==> src/soc_cfg_regs.svh <==
/*
 * Constants for the serial output-enable loader: field positions, reset values,
 * controller register offsets and strobe timing.
 * Assumes it is included by bare name wherever the constants are needed.
 */
`ifndef SOC_CFG_REGS_SVH
`define SOC_CFG_REGS_SVH

// configuration word layout
`define SOC_NUM_PAIRS 10
`define SOC_CFG_BITS 11
`define SOC_SEL_BIT 10
`define SOC_CFG_RESET 11'h000

// synchronised pin positions in the device
`define SOC_PIN_STB 0
`define SOC_PIN_SER 1
`define SOC_PIN_PRG 2
`define SOC_PIN_S0T 3
`define SOC_PIN_S0C 4
`define SOC_PIN_S1T 5
`define SOC_PIN_S1C 6
`define SOC_NUM_PINS 7

// controller registers, byte offsets
`define SOC_REG_WORD 4'h0
`define SOC_REG_CMD 4'h4
`define SOC_REG_STATUS 4'h8
`define SOC_CMD_START 0
`define SOC_CMD_STD 1
`define SOC_CMD_STD_SEL 2
`define SOC_ST_BUSY 0
`define SOC_ST_LOADED 1

// strobe half period; 40 ns keeps each strobe phase above its three-cycle (30 ns) minimum
`define SOC_CLK_NS 10
`define SOC_STB_HALF_NS 40
`define SOC_STB_HALF_CYC (`SOC_STB_HALF_NS / `SOC_CLK_NS)

`endif

==> src/soc_cfg_pkg.sv <==
/*
 * Types shared by both ends of the serial output-enable loader.
 * Assumes soc_cfg_regs.svh supplies the numeric constants.
 */
package soc_cfg_pkg;

   // device loader state
   typedef enum logic [0:0] {
      SOC_DEV_SHIFT = 1'b0,
      SOC_DEV_LOCKED = 1'b1
   } soc_dev_state_type;

   // controller sequencer state
   typedef enum logic [2:0] {
      SOC_CTL_IDLE = 3'b000,
      SOC_CTL_RESET = 3'b001,
      SOC_CTL_SHIFT = 3'b010,
      SOC_CTL_LOAD = 3'b011,
      SOC_CTL_DONE = 3'b100
   } soc_ctl_state_type;

endpackage : soc_cfg_pkg

==> src/soc_cfg_if.sv <==
/*
 * Three-wire configuration link between controller and fan-out device.
 * Assumes the controller drives all three wires; the device only listens.
 */
`timescale 1ns/1ns
interface soc_cfg_if;
   logic config_shift_strobe;
   logic serial_data;
   logic program_mode;

   modport dev (
      input config_shift_strobe,
      input serial_data,
      input program_mode
   );

   modport ctl (
      output config_shift_strobe,
      output serial_data,
      output program_mode
   );
endinterface : soc_cfg_if

==> src/soc_cfg_dev.sv <==
/*
 * Fan-out device end: eleven-stage shift register, control register, one-load
 * lock and the output-pair selection of input_source_zero / input_source_one.
 * Assumes every link and source pin is asynchronous to i_clk and that the
 * strobe stays high and low for at least three i_clk cycles each.
 * Source clocks are modelled at the sampled rate of i_clk.
 */
// Contract
// - eleven-stage shift register plus control register
// - programmed mode: shift serial level in
// - eleven shift strobes, then one load strobe
// - bit 0 enables pair 9, downward
// - bit 10 selects input source
// - disabled pair off; enabled follows selected source
// - strobe with program low resets everything
// - one load per reset, then locked
// - program low: all pairs enabled
// - program low: serial pin selects source
`timescale 1ns/1ns
`include "soc_cfg_regs.svh"
module soc_cfg_dev
   import soc_cfg_pkg::*;
#(
   parameter int NUM_PAIRS = `SOC_NUM_PAIRS
) (
   input wire logic i_clk,
   input wire logic i_sys_rst,
   soc_cfg_if.dev link,
   input wire logic i_src0_true,
   input wire logic i_src0_comp,
   input wire logic i_src1_true,
   input wire logic i_src1_comp,
   output logic [NUM_PAIRS-1:0] o_pair_true,
   output logic [NUM_PAIRS-1:0] o_pair_comp,
   output logic [NUM_PAIRS-1:0] o_pair_off,
   output logic o_loaded
);

   // width of the serial word: ten enables plus the source select
   localparam int CW = `SOC_CFG_BITS;

   // first bit shifted in lands in the last stage; flip to bit-number order
   function automatic logic [CW-1:0] stage_to_bits(input logic [CW-1:0] stages);
      logic [CW-1:0] bits;
      bits = '0;
      for (int n = 0; n < CW; n++) begin
         bits[n] = stages[CW-1-n];
      end
      return bits;
   endfunction : stage_to_bits

   // raw pins and their synchronised copies; only the sync stage reads the meta stage
   logic [`SOC_NUM_PINS-1:0] pin_raw;
   logic [`SOC_NUM_PINS-1:0] pin_meta_reg;
   logic [`SOC_NUM_PINS-1:0] pin_sync_reg;
   logic strobe_prev_reg;
   wire strobe_rise;
   wire prog_sync;
   wire serial_sync;

   // loader state; the count runs 0 to 11, the twelfth edge loads
   soc_dev_state_type state_reg;
   soc_dev_state_type state_next;
   logic [3:0] count_reg;
   logic [3:0] count_next;
   logic [CW-1:0] shift_reg;
   logic [CW-1:0] shift_next;
   logic [CW-1:0] ctrl_reg;
   logic [CW-1:0] ctrl_next;
   logic loaded_reg;
   logic loaded_next;

   // output path; pair drivers are flops so a select change cannot glitch
   wire sel_src;
   wire src_true;
   wire src_comp;
   wire src_high;
   wire [NUM_PAIRS-1:0] pair_en;
   logic [NUM_PAIRS-1:0] true_reg;
   logic [NUM_PAIRS-1:0] comp_reg;
   logic [NUM_PAIRS-1:0] off_reg;

   // pins gathered so one loop synchronises all of them
   assign pin_raw[`SOC_PIN_STB] = link.config_shift_strobe;
   assign pin_raw[`SOC_PIN_SER] = link.serial_data;
   assign pin_raw[`SOC_PIN_PRG] = link.program_mode;
   assign pin_raw[`SOC_PIN_S0T] = i_src0_true;
   assign pin_raw[`SOC_PIN_S0C] = i_src0_comp;
   assign pin_raw[`SOC_PIN_S1T] = i_src1_true;
   assign pin_raw[`SOC_PIN_S1C] = i_src1_comp;

   // two-flop synchronisers; the meta stage feeds only the sync stage
   generate
      for (genvar g = 0; g < `SOC_NUM_PINS; g++) begin : g_sync
         always_ff @(posedge i_clk) begin
            if (i_sys_rst) begin
               pin_meta_reg[g] <= 1'b0;
               pin_sync_reg[g] <= 1'b0;
            end else begin
               pin_meta_reg[g] <= pin_raw[g];
               pin_sync_reg[g] <= pin_meta_reg[g];
            end
         end
      end
   endgenerate

   // strobe edge; serial and program share the strobe's latency, so setup holds
   always_ff @(posedge i_clk) begin
      if (i_sys_rst) begin
         strobe_prev_reg <= 1'b0;
      end else begin
         strobe_prev_reg <= pin_sync_reg[`SOC_PIN_STB];
      end
   end

   assign strobe_rise = pin_sync_reg[`SOC_PIN_STB] & ~strobe_prev_reg;
   assign prog_sync = pin_sync_reg[`SOC_PIN_PRG];
   assign serial_sync = pin_sync_reg[`SOC_PIN_SER];

   // loader sequence on each strobe edge
   // only the synchronised rising edge acts, so a long high phase
   // counts once and never shifts twice
   always_comb begin
      state_next = state_reg;
      count_next = count_reg;
      shift_next = shift_reg;
      ctrl_next = ctrl_reg;
      loaded_next = loaded_reg;
      if (strobe_rise) begin
         if (!prog_sync) begin
            // reset strobe wins; pairs stay all enabled while program is low
            state_next = SOC_DEV_SHIFT;
            count_next = 4'h0;
            shift_next = `SOC_CFG_RESET;
            ctrl_next = `SOC_CFG_RESET;
            loaded_next = 1'b0;
         end else begin
            unique case (state_reg)
               SOC_DEV_SHIFT: begin
                  if (count_reg == 4'(CW)) begin
                     ctrl_next = stage_to_bits(shift_reg);
                     state_next = SOC_DEV_LOCKED;
                     loaded_next = 1'b1;
                  end else begin
                     shift_next = {shift_reg[CW-2:0], serial_sync};
                     count_next = count_reg + 4'h1;
                  end
               end
               SOC_DEV_LOCKED: begin
                  // further strobes ignored until a reset strobe
                  // the shift register is frozen too, so stray strobes leave no trace
                  state_next = SOC_DEV_LOCKED;
               end
            endcase
         end
      end
   end

   // loader registers
   always_ff @(posedge i_clk) begin
      if (i_sys_rst) begin
         state_reg <= SOC_DEV_SHIFT;
         count_reg <= 4'h0;
         shift_reg <= `SOC_CFG_RESET;
         ctrl_reg <= `SOC_CFG_RESET;
         loaded_reg <= 1'b0;
      end else begin
         state_reg <= state_next;
         count_reg <= count_next;
         shift_reg <= shift_next;
         ctrl_reg <= ctrl_next;
         loaded_reg <= loaded_next;
      end
   end

   // source select: control bit in programmed mode, serial pin otherwise
   assign sel_src = prog_sync ? ctrl_reg[`SOC_SEL_BIT] : serial_sync;
   // sources are sampled by i_clk, so one above half its rate aliases
   assign src_true = sel_src ? pin_sync_reg[`SOC_PIN_S1T] : pin_sync_reg[`SOC_PIN_S0T];
   assign src_comp = sel_src ? pin_sync_reg[`SOC_PIN_S1C] : pin_sync_reg[`SOC_PIN_S0C];
   // equal levels (open or shorted input) read as low, the failsafe state
   assign src_high = src_true & ~src_comp;

   // per-pair enable and registered drivers
   // a disabled pair drives both lines low; a real driver would float them
   generate
      for (genvar p = 0; p < NUM_PAIRS; p++) begin : g_pair
         assign pair_en[p] = prog_sync ? ctrl_reg[NUM_PAIRS-1-p] : 1'b1;
         always_ff @(posedge i_clk) begin
            if (i_sys_rst) begin
               true_reg[p] <= 1'b0;
               comp_reg[p] <= 1'b0;
               off_reg[p] <= 1'b1;
            end else begin
               true_reg[p] <= pair_en[p] & src_high;
               comp_reg[p] <= pair_en[p] & ~src_high;
               off_reg[p] <= ~pair_en[p];
            end
         end
      end
   endgenerate

   // registered results to the ports
   assign o_pair_true = true_reg;
   assign o_pair_comp = comp_reg;
   assign o_pair_off = off_reg;
   assign o_loaded = loaded_reg;

endmodule : soc_cfg_dev

==> src/flat_wrapper.sv <==
// flat-port wrapper written by rule: the top's interface ports become plain ports
module soc_cfg_dev_flat import soc_cfg_pkg::*;
#(
   parameter int NUM_PAIRS = `SOC_NUM_PAIRS
)
  (i_clk, i_sys_rst, i_src0_true, i_src0_comp, i_src1_true, i_src1_comp, o_pair_true, o_pair_comp, o_pair_off, o_loaded, link_config_shift_strobe, link_serial_data, link_program_mode);
  soc_cfg_if link_i ();
  input wire logic i_clk;
  input wire logic i_sys_rst;
  input wire logic i_src0_true;
  input wire logic i_src0_comp;
  input wire logic i_src1_true;
  input wire logic i_src1_comp;
  output logic [NUM_PAIRS-1:0] o_pair_true;
  output logic [NUM_PAIRS-1:0] o_pair_comp;
  output logic [NUM_PAIRS-1:0] o_pair_off;
  output logic o_loaded;
  input wire logic [$bits(link_i.config_shift_strobe)-1:0] link_config_shift_strobe;
  input wire logic [$bits(link_i.serial_data)-1:0] link_serial_data;
  input wire logic [$bits(link_i.program_mode)-1:0] link_program_mode;
  assign link_i.config_shift_strobe = link_config_shift_strobe;
  assign link_i.serial_data = link_serial_data;
  assign link_i.program_mode = link_program_mode;
  soc_cfg_dev #(.NUM_PAIRS(NUM_PAIRS)) u_core (.i_clk(i_clk), .i_sys_rst(i_sys_rst), .link(link_i), .i_src0_true(i_src0_true), .i_src0_comp(i_src0_comp), .i_src1_true(i_src1_true), .i_src1_comp(i_src1_comp), .o_pair_true(o_pair_true), .o_pair_comp(o_pair_comp), .o_pair_off(o_pair_off), .o_loaded(o_loaded));
endmodule
==> config.mk <==
export PLATFORM = sky130hd
export DESIGN_NAME = soc_cfg_dev_flat
export DESIGN_NICKNAME = d
export VERILOG_FILES = /design/src/soc_cfg_pkg.sv /design/src/soc_cfg_if.sv /design/src/soc_cfg_dev.sv /design/src/flat_wrapper.sv
export VERILOG_INCLUDE_DIRS = /design/src
export SDC_FILE = /design/constraint.sdc
export NUM_CORES = 1
export LEC_CHECK = 0
export BUFFER_PORTS_ARGS = -buffer_cell sky130_fd_sc_hd__buf_2
export CORE_UTILIZATION = 60
export CTS_BUF_LIST = sky130_fd_sc_hd__clkbuf_4
export DETAILED_ROUTE_END_ITERATION = 8
export PLACE_DENSITY = 0.84
export REMOVE_ABC_BUFFERS = 1
export SKIP_CTS_REPAIR_TIMING = 1
export SLEW_MARGIN = 40
export SYNTH_ARGS = -nofsm -noshare
export SYNTH_HDL_FRONTEND = slang
export SYNTH_SLANG_ARGS = --single-unit
==> constraint.sdc <==
create_clock -name i_clk -period 3.4 [get_ports i_clk]
set_input_delay 0.68 -clock i_clk [delete_from_list [all_inputs] [get_ports i_clk]]
set_output_delay 0.68 -clock i_clk [all_outputs]
set_load 0.01 [all_outputs]
# --- Yosys cells after proc, flatten, opt, wreduce, memory -nomap -nowiden ---
# Index checks and enable logic that the tools add are counted.
word_totals:
  reg_bits: 73
  inputBits: 9
  out_inout_bits: 31
  wordCells: 121
op_classes:
  addsub: 1
  n_eq_ne: 4
  n_mux: 28
  bitwise_logic: 36
  n_reduce_logical: 2
ops:
  columns: ["cell", "n"]
  rows:
  - ["$mux 11", 6]
  - ["$and 1x1->1", 22]
  - ["$mux 1", 18]
  - ["$not 1->1", 14]
  - ["$mux 4", 3]
  - ["$ne 2x2->1 const B", 3]
  - ["$reduce_and 3->1", 2]
  - ["$add 4x1->4 const B", 1]
  - ["$eq 4x4->1 const B", 1]
  - ["$pmux 1 s2", 1]

# --- Longest topological paths before layout ---
# Gate-level depths: netlist of the first run.
depth:
  ltp_word: 6
  ltp_mapped: 7
  mapped_depth_nobuf: 5

# --- Worst setup path before layout of the first run ---
# No wires, ideal clock.
synth_timing:
  path_kind: "input to register"
  from: "in i_sys_rst"
  to: "reg u_core.shift_reg[0]"
  setup_ns: 0.117
  arrival_time_ns: 1.415
  required_ns: 3.283
  path_slack_ns: 1.868
  path_stages: 4
  cell_sequence: "clkbuf_1 -> o22ai_1 -> buf_2 -> a22o_1"
synth_rtl:
  columns: ["item", "line_no", "source"]
  rows:
  - ["start: declaration", "flat_wrapper.sv:9", "input wire logic i_sys_rst;"]
  - ["end signal: assignment", "soc_cfg_dev.sv:164", "shift_reg <= `SOC_CFG_RESET;"]
  - ["end signal: assignment", "soc_cfg_dev.sv:170", "shift_reg <= shift_next;"]
  - ["end: declaration", "soc_cfg_dev.sv:66", "logic [CW-1:0] shift_reg;"]

# --- Worst setup path after layout of the first run ---
layout_timing:
  from: "reg u_core.pin_sync_reg[2] (netlist: u_core.prog_sync)"
  to: "reg u_core.comp_reg[4] (netlist: u_core.o_pair_comp[4])"
layout_between:
  elab_chain_len: 6
  elab_cells_between_ends: 8
layout_lines:
  columns: ["item", "line_no", "source"]
  rows:
  - ["start: declaration", "soc_cfg_dev.sv:55", "logic [`SOC_NUM_PINS-1:0] pin_sync_reg;"]
  - ["start signal: indexed assignment", "soc_cfg_dev.sv:101", "pin_sync_reg[g] <= pin_meta_reg[g];"]
  - ["$mux 1", "soc_cfg_dev.sv:177", "assign sel_src = prog_sync ? ctrl_reg[`SOC_SEL_BIT] : serial_sync;"]
  - ["$mux 1", "soc_cfg_dev.sv:180", "assign src_comp = sel_src ? pin_sync_reg[`SOC_PIN_S1C] : pin_sync_reg[`SOC_PIN_S0C];"]
  - ["$not 1->1", "soc_cfg_dev.sv:182", "assign src_high = src_true & ~src_comp;"]
  - ["$and 1x1->1", "soc_cfg_dev.sv:182", null]
  - ["$not 1->1", "soc_cfg_dev.sv:196", "comp_reg[p] <= pair_en[p] & ~src_high;"]
  - ["$and 1x1->1 (*)", "soc_cfg_dev.sv:196", null]
  - ["end signal: indexed assignment", "soc_cfg_dev.sv:196", null]
  - ["end: declaration", "soc_cfg_dev.sv:80", "logic [NUM_PAIRS-1:0] comp_reg;"]
# Every way passes the cells marked *; elsewhere a longest branch is shown, timed or not.
# A chain may end at the register's enable or synchronous reset.

==> results of run 1 <==
-- final timing paths --
| path | startpoint | end | slack, ns |
|---|---|---|---|
| setup / recovery | u_core.prog_sync | u_core.o_pair_comp[4] | 1.33 |
| hold / removal | u_core.pin_meta_reg[5] | u_core.pin_sync_reg[5] | 0.44 |
| setup reg to reg | u_core.prog_sync | u_core.o_pair_comp[4] | 1.33 |
| hold reg to reg | u_core.pin_meta_reg[5] | u_core.pin_sync_reg[5] | 0.44 |
-- metal layers --
metal	GRT usage (%)	share of wire, %
met2	33.9	49
met5	0	0
met4	14.4	2.3
met3	4.86	4.0
met1	23.7	44
-- per-stage QoR --
| stage | cells | total power [mW] | util [%] | instance area [µm²] | setup slack [ns] |
|---|---|---|---|---|---|
| 2_1_floorplan | 202 | 0.954 | - | 2290 | 1.64 |
| 3_3_place_gp | 289 | 0.987 | 68.0 | 2550 | 1.09 |
| 3_5_place_dp | 289 | 0.992 | 68.2 | 2550 | 1.07 |
| 4_1_cts | 305 | 1.47 | 71.6 | 2680 | 1.31 |
| 5_1_grt | 305 | 1.52 | 71.9 | 2690 | 1.16 |
| 6_report | 305 | 1.47 | 71.9 | 2690 | 1.33 |
-- synthesized netlist by cell type (all sizes together), types with 2 or more instances --
cell type   n
dfxtp      73
nor2       21
nor2b      16
a22o       12
inv        11
nand2      11
nand3      11
o21ai      11
a21o       10
buf         7
clkbuf      5
nand2b      5
a21oi       3
mux2        2
mux2i       2
nand3b      2
o41ai       2
or3b        2
-- kinds of logic after synthesis --
| family | after synthesis | synth area share (%) |
|---|---|---|
| AO/OA/AOI/OAI | 42 | 14.3 |
| adder cells (fa/ha/maj) | 1 | 0.520 |
| buffers and inverters | 24 | 6.50 |
| flip-flops | 73 | 60.7 |
| multiplexers | 4 | 1.77 |
| AND/OR/NAND/NOR | 71 | 16.2 |
-- power breakdown --
group          switching (mW)  total, mW  internal, mW
combinational          0.0466     0.0797        0.0331
sequential            0.00864      0.892         0.883
clock                   0.281      0.498         0.217
-- layout make-up --
class | instances | area [µm²]
Clock buffer | 9 | 67.6
Fill cell | 287 | 1050
Multi-Input combinational cell | 118 | 803
Inverter | 11 | 41.3
Clock inverter | 7 | 61.3
Timing Repair Buffer | 39 | 195
Tap cell | 48 | 60.1
Sequential cell | 73 | 1460
-- critical path, stage by stage (launching register included) --
cell and delay (ns):
dfxtp_1 0.78, mux2i_1 0.38, mux2i_2 0.65, nor2_1 0.13
==> metrics.yaml, run 1 <==
grt:
  grt_pass1_wl_mm: 6.35
  antenna_found_initial: 0
  grt_max_degree: 32
  grt_overflow_total: 0
  gr-usage-all-layers_pct: 20.7
  grt_pass1_vias: 1429
cells_and_area:
  layout_common_cells: "dfxtp_1 (73), buf_2 (39), nor2_1 (21)"
  final_common_cell: "dfxtp_1"
  nNetsFinal: 262
  synthToLayoutAreaGrowth_pct: 11.7
  drive_gt1_share_pct: 29.6
  diodes: 0
clocking:
  clock-sinks: 73
  h-tree-depth: 3
  clock_latency_ns: 0.40
  clockBufferDepth: 2
  cts_tree: "yes"
  cts-root-buf: "clkbuf_4"
  numCtsBuffers: 9
  path_clk_slew_ns: 0.11
setup_path:
  critPathCaptureType: "register"
  cp.arrival_ns: 2.34
  critPathRequiredTime_ns: 3.67
  cp-start-kind: "register"
  crit_type: "reg -> reg"
  cp_max_fo: 17
  rr_worst_depth: 3
floorplanning:
  boundaryPins: 40
  start_util_pct: 64.3
  die_w_um: 65.3
  rows: 22
  die-area_um2: 4270
  core_um2: 3740
  die_h_um: 65.3
pwr:
  cellPowerDensity_nw_per_um2: 546
  irDropWorstVdd_v: 0.000438
  p_leak_nw: 1.17
yosys:
  ys_top_cells_by_area: "dfxtp_1 (61%), a22o_1 (4.4%), nor2b_1 (4.2%), o21ai_2 (4.0%), nor2_1 (3.3%)"
  async_reset_ff_share_pct: 0
  synthFlopType: "dfxtp_1"
  synth_edf_count: 0
  synth.largest_area_cell: "dfxtp_1"
  synth_cells: 215
  synth_top_area_share_pct: 60.7
  netlist_area_um2: 2410
  synth-seq-cells: 73
  syn_avg_cell_area_um2: 11.2
  yosysSeqAreaShare_pct: 60.7
  ys_warn_count: 0
  synth_cell_types: 33
timing:
  fmax_mhz: 484
  setup_viol: 0
  rsz0062_at_grt: "no"
  fin_setup_tns_ns: 0
  slew_violations: 0
  fin_crit_sh_pct: 60.8
  period_needed_ns: 2.07
  hold_viol_final: 0
  tightest_slew_ns: 0.673
  whs_ns: 0.444
  slew_headroom_pct: 54.2
  finClkSkew_ns: 0.0121
detailed_routing:
  drt_iter0_drc: 79
  wl_mm: 3.81
  vias: 1567
  firstDrtPassIters: 4
  avgRoutedWirePerCell_um: 12.5
  detail-route-antenna-nets: 0
  drc_errors: 0
  vias_per_cell: 5.14
place:
  place_congestion: 0.779
  dp_hpwl_mm: 2.35
  placement.io_buffers: 39
hold_path:
  hold_class: "reg -> reg"
  hold_path_depth: 1
outcome:
  outcome: "finished clean"
flow_run:
  max_cap_violations: 0
(Power assumes the default switching activity.)
==> inputs of run 2 (changes only) <==
- CORE_UTILIZATION: 60 -> 57
- PLACE_DENSITY: 0.84 -> 0.81
- clock period: 3.4 -> 2 ns (I/O delays scaled with it)
==> metrics.yaml, run 2 (synthesis gave the netlist of run 1 again) <==
timing:
  fin_setup_tns_ns: 0  # unchanged
  setup_ws_ns: 0.249  # -1.08 ns
  rsz0062_at_grt: "no"
  slew_headroom_pct: 65.4  # +11 points
  tightest_slew_ns: 0.520  # -0.154 ns
  period_needed_ns: 1.75  # -0.316 ns
  slew_violations: 0  # unchanged
  fin_crit_sh_pct: 87.5  # +27 points
  setup_viol: 0  # unchanged
  finClkSkew_ns: 0.00690  # -0.00518 ns
  fmax_mhz: 571  # +18%
  hold_viol_final: 0  # unchanged
floorplanning:
  start_util_pct: 59.8  # -4.6 points
  rows: 23  # +4.5%
  die-area_um2: 4490  # +5.1%
  die_w_um: 67.0  # +2.5%
  die_h_um: 67.0  # +2.5%
  core_um2: 4030  # +7.6%
  boundaryPins: 40  # unchanged
setup_path:
  rr_endpoint: "u_core.ctrl_reg[7]"
  cp_max_fo: 21  # +4
  cp_top_family: "simple AND/OR/NAND/NOR gates"
  cp.arrival_ns: 2.04  # -0.30 ns
  crit_type: "reg -> reg"
  r2r-start: "u_core.count_reg[0]"
  worstPathCellList: "ha_1, nand3b_4, or3_1, buf_4, nand3_1, o21ai_2"
  r2r_slack_ns: 0.25  # -1.08 ns
  critPathRequiredTime_ns: 2.29  # -1.38 ns
  cpPeakStageDelay_ns: 0.41  # -0.37 ns
  critPathCaptureType: "register"
  cp-start-kind: "register"
  rr_worst_depth: 6  # +3
  slowest_stage: "or3_1"
  crit_buf_inv: 1  # +1
pwr:
  p_leak_nw: 1.23  # +4.3%
  irDropWorstVdd_v: 0.000542  # +24%
  cellPowerDensity_nw_per_um2: 953  # +74%
  intPower_mw: 2.06  # +82%
  swShare_pct: 22.0  # -0.86 points
  clock_power_share_pct: 37.2  # +3.3 points
  seqPwrFrac_pct: 57.4  # -3.3 points
  netSwitchingPower_mw: 0.580  # +73%
  pwr-share-comb_pct: 5.4  # about the same
clocking:
  h-tree-depth: 3  # unchanged
  numCtsBuffers: 9  # unchanged
  cts_tree: "yes"
  cts-root-buf: "clkbuf_4"
  clock-sinks: 73  # unchanged
  clock_latency_ns: 0.40  # about the same
  clockBufferDepth: 2  # unchanged
  path_clk_slew_ns: 0.11  # about the same
detailed_routing:
  drc_errors: 0  # unchanged
  firstDrtPassIters: 5  # +1
  vias_per_cell: 5.07  # -1.3%
  wl_mm: 3.79  # -0.39%
  drt_iter0_drc: 39  # -51%
  vias: 1598  # +2.0%
  detail-route-antenna-nets: 0  # unchanged
  avgRoutedWirePerCell_um: 12.0  # -3.6%
hold_path:
  holdCritStartpoint: "i_src1_true"
  hold_class: "in -> reg"
  hold_end: "u_core.pin_meta_reg[5]"
  hold_path_depth: 2  # +1
place:
  dp_slack_ns: 0.319  # -0.748 ns
  placement.io_buffers: 39  # unchanged
  dp_hpwl_mm: 2.38  # +1.4%
  place_congestion: 0.849  # +9.0%
flow_run:
  max_cap_violations: 0  # unchanged
grt:
  grt_max_degree: 22  # -31%
  antenna_found_initial: 0  # unchanged
  gr-usage-all-layers_pct: 19.5  # -1.2 points
  grt_overflow_total: 0  # unchanged
  grt_pass1_vias: 1365  # -4.5%
  grt_pass1_wl_mm: 6.17  # -2.9%
cells_and_area:
  diodes: 0  # unchanged
  final_common_cell: "dfxtp_1"
  synthToLayoutAreaGrowth_pct: 15.0
  nNetsFinal: 270  # +3.1%
  drive_gt1_share_pct: 30.6  # +0.99 points
  layout_common_cells: "dfxtp_1 (73), buf_2 (39), nor2_1 (21)"
  fill_cells: 328  # +14%
outcome:
  outcome: "finished clean"
[run 2: how the worst max path moves through the flow]
| stage | start | to | slack, ns | depth (start not counted) |
|---|---|---|---|---|
| after floorplan | u_core.count_reg[0] | u_core.ctrl_reg[0] | 0.24 | 5 |
| after global placement | i_sys_rst | u_core.count_reg[0] | 0.19 | 4 |
| after detailed placement | u_core.count_reg[0] | u_core.ctrl_reg[3] | 0.32 | 6 |
| after CTS | u_core.count_reg[0] | u_core.ctrl_reg[3] | 0.26 | 6 |
| after global routing | u_core.count_reg[0] | u_core.ctrl_reg[3] | 0.18 | 6 |
| final | u_core.count_reg[0] | u_core.ctrl_reg[7] | 0.25 | 6 |
[run 2: worst reg2reg max path: stages, from the launching register on]
cell and delay (ns):
dfxtp_1 0.40, ha_1 0.27, nand3b_4 0.12, or3_1 0.41, buf_4 0.25, nand3_1 0.14
o21ai_2 0.06
[run 2: metrics by stage]
step	total power [mW]	utilization [%]	hold slack (ns)	instances	area (µm²)
final	2.64	68.7	0.204	315	2770
after floorplan	1.62	-	0.414	202	2290
after global placement	1.69	64.8	0.418	299	2610
after detailed placement	1.69	64.9	0.421	299	2620
after global routing	2.75	68.7	0.180	315	2770
after CTS	2.65	68.7	0.184	315	2770
[run 2: layout make-up]
class	count	area [µm²]	share of cell area (%)
Clock buffer	9	67.6	2.44
Multi-Input combinational cell	118	796	28.7
Tap cell	50	62.6	2.26
Clock inverter	7	85.1	3.07
Sequential cell	73	1460	52.8
Timing Repair Buffer	47	255	9.22
Inverter	11	41.3	1.49
[run 2: power by group through the flow]
stage	Sequential (mW)	Combinational, mW	Clock [mW]
after CTS	1.51	0.145	0.993
after global routing	1.52	0.160	1.06
after detailed placement	1.55	0.144	0
after floorplan	1.57	0.0539	0
after global placement	1.55	0.140	0
final	1.51	0.142	0.982
[run 2: routing by layer]
layer  track usage [%]  share of wire (%)
met5                 0                  0
met4              11.2                2.7
met3              7.36                3.5
met2              30.4                 47
met1              22.7                 47
==> inputs of run 3 (changes only) <==
- CORE_ASPECT_RATIO: not set -> 1.2
==> metrics.yaml, run 3 (synthesis gave the netlist of run 1 again) <==
outcome:
  outcome: "finished clean"
setup_path:
  r2r_slack_ns: 0.26  # about the same
  critPathCaptureType: "register"
  crit_type: "reg -> reg"
  cp-start-kind: "register"
  critPathRequiredTime_ns: 2.34  # +0.05 ns
  cp.arrival_ns: 2.08  # +0.04 ns
  cp_max_fo: 13  # -38%
clocking:
  clockBufferDepth: 2  # unchanged
  clock_latency_ns: 0.40  # about the same
  h-tree-depth: 3  # unchanged
  cts-root-buf: "clkbuf_4"
  numCtsBuffers: 9  # unchanged
  path_clk_slew_ns: 0.10  # about the same
  cts_tree: "yes"
  clock-sinks: 73  # unchanged
grt:
  gr-usage-all-layers_pct: 19.4  # -0.075 points
  grt_pass1_vias: 1396  # +2.3%
  grt_pass1_wl_mm: 6.09  # -1.2%
  globalRouteMet1Util_pct: 22.6  # -0.035 points
  grt_overflow_total: 0  # unchanged
  use_met2_pct: 30.4  # about the same
  grt_use_met3_pct: 4.79  # -2.6 points
  top_usage_layer: "met2"
  grt_max_degree: 24  # +9.1%
  antenna_found_initial: 0  # unchanged
cells_and_area:
  diodes: 0  # unchanged
  synthToLayoutAreaGrowth_pct: 15.7
  final_util_pct: 69.6  # +0.87 points
  fill_cells: 325  # -0.91%
  final_common_cell: "dfxtp_1"
  layout_common_cells: "dfxtp_1 (73), buf_2 (39), nor2_1 (21)"
  final_area_um2: 2790  # +0.63%
  drive_gt1_share_pct: 30.5  # -0.032 points
  nNetsFinal: 268  # -0.74%
timing:
  hold_viol_final: 0  # unchanged
  whs_ns: 0.208  # +0.00358 ns
  finClkSkew_ns: 0.0145  # +0.00764 ns
  setup_viol: 0  # unchanged
  tightest_slew_ns: 0.645  # +0.125 ns
  fmax_mhz: 574  # +0.57%
  slew_violations: 0  # unchanged
  period_needed_ns: 1.74  # -0.00986 ns
  rsz0062_at_grt: "no"
  fin_setup_tns_ns: 0  # unchanged
  slew_headroom_pct: 56.8  # -8.5 points
  fin_crit_sh_pct: 87.0  # -0.49 points
detailed_routing:
  wl_mm: 3.74  # -1.4%
  drc_errors: 0  # unchanged
  firstDrtPassIters: 4  # -1
  avgRoutedWirePerCell_um: 11.8  # -1.7%
  detail-route-antenna-nets: 0  # unchanged
  vias: 1565  # -2.1%
  drt_iter0_drc: 68  # +74%
  vias_per_cell: 4.95  # -2.4%
flow_run:
  max_cap_violations: 0  # unchanged
pwr:
  p_leak_nw: 1.23  # +0.49%
  design_power_total_mw: 2.78  # +5.4%
  cellPowerDensity_nw_per_um2: 998  # +4.7%
  irDropWorstVdd_v: 0.000899  # +66%
floorplanning:
  die-area_um2: 4490  # about the same
  start_util_pct: 60.1  # +0.37 points
  die_h_um: 73.2  # +9.3%
  core_um2: 4000  # -0.62%
  rows: 25  # +8.7%
  die_w_um: 61.3  # -8.4%
  boundaryPins: 40  # unchanged
place:
  placement.io_buffers: 39  # unchanged
  place_area_um2: 2610  # -0.38%
  place_congestion: 0.810  # -4.6%
  dp_hpwl_mm: 2.44  # +2.4%
hold_path:
  hold_class: "in -> reg"
run 3: cell types whose count changed in the layout (fill, tap and decap cells not counted):
cell / previous run / this run
clkbuf_4: 9 / 12
buf_4: 8 / 6
clkinvlp_4: 1 / 0
clkinv_2: 2 / 0
bufinv_16: 2 / 3
clkinv_1: 2 / 0
run 3: per-layer routing:
metal / share of wire [%] / routed length, µm
met4: 3.1 / 116
met5: 0 / 0
met1: 44 / 1650
met3: 3.1 / 116
met2: 50 / 1860
run 3: power by group:
group	switching [mW]	internal [mW]
logic	0.0808	0.0608
registers	0.0117	1.50
clock network	0.456	0.671
run 3: worst paths after layout:
check,startpoint,to,cells after the start
worst max-delay path,u_core.prog_sync,u_core.count_reg[0],3
worst min-delay path,i_src1_comp,u_core.pin_meta_reg[6],2
worst max register to register,u_core.prog_sync,u_core.count_reg[0],3
worst min register to register,u_core.pin_meta_reg[3],u_core.pin_sync_reg[3],1
run 3: layout make-up:
class / instances / area [µm²] / share of cell area [%]
clock inverter: 3 / 90.1 / 3.23
timing repair buffer: 45 / 240 / 8.62
clock buffer: 12 / 90.1 / 3.23
inverter: 11 / 41.3 / 1.48
multi-input combinational: 118 / 796 / 28.6
tap: 54 / 67.6 / 2.42
sequential: 73 / 1460 / 52.4
run 3: stage by stage:
step	instances	worst slack, ns
after floorplan	202	0.241
after global placement	301	0.205
after detailed placement	301	0.320
after CTS	316	0.281
after global routing	316	0.166
final	316	0.259
run 3: critical path: stages, from the launching register on:
cell	delay [ns]
dfxtp_1	0.60
nand2b_1	0.21
nor4b_4	0.60
mux2_2	0.27
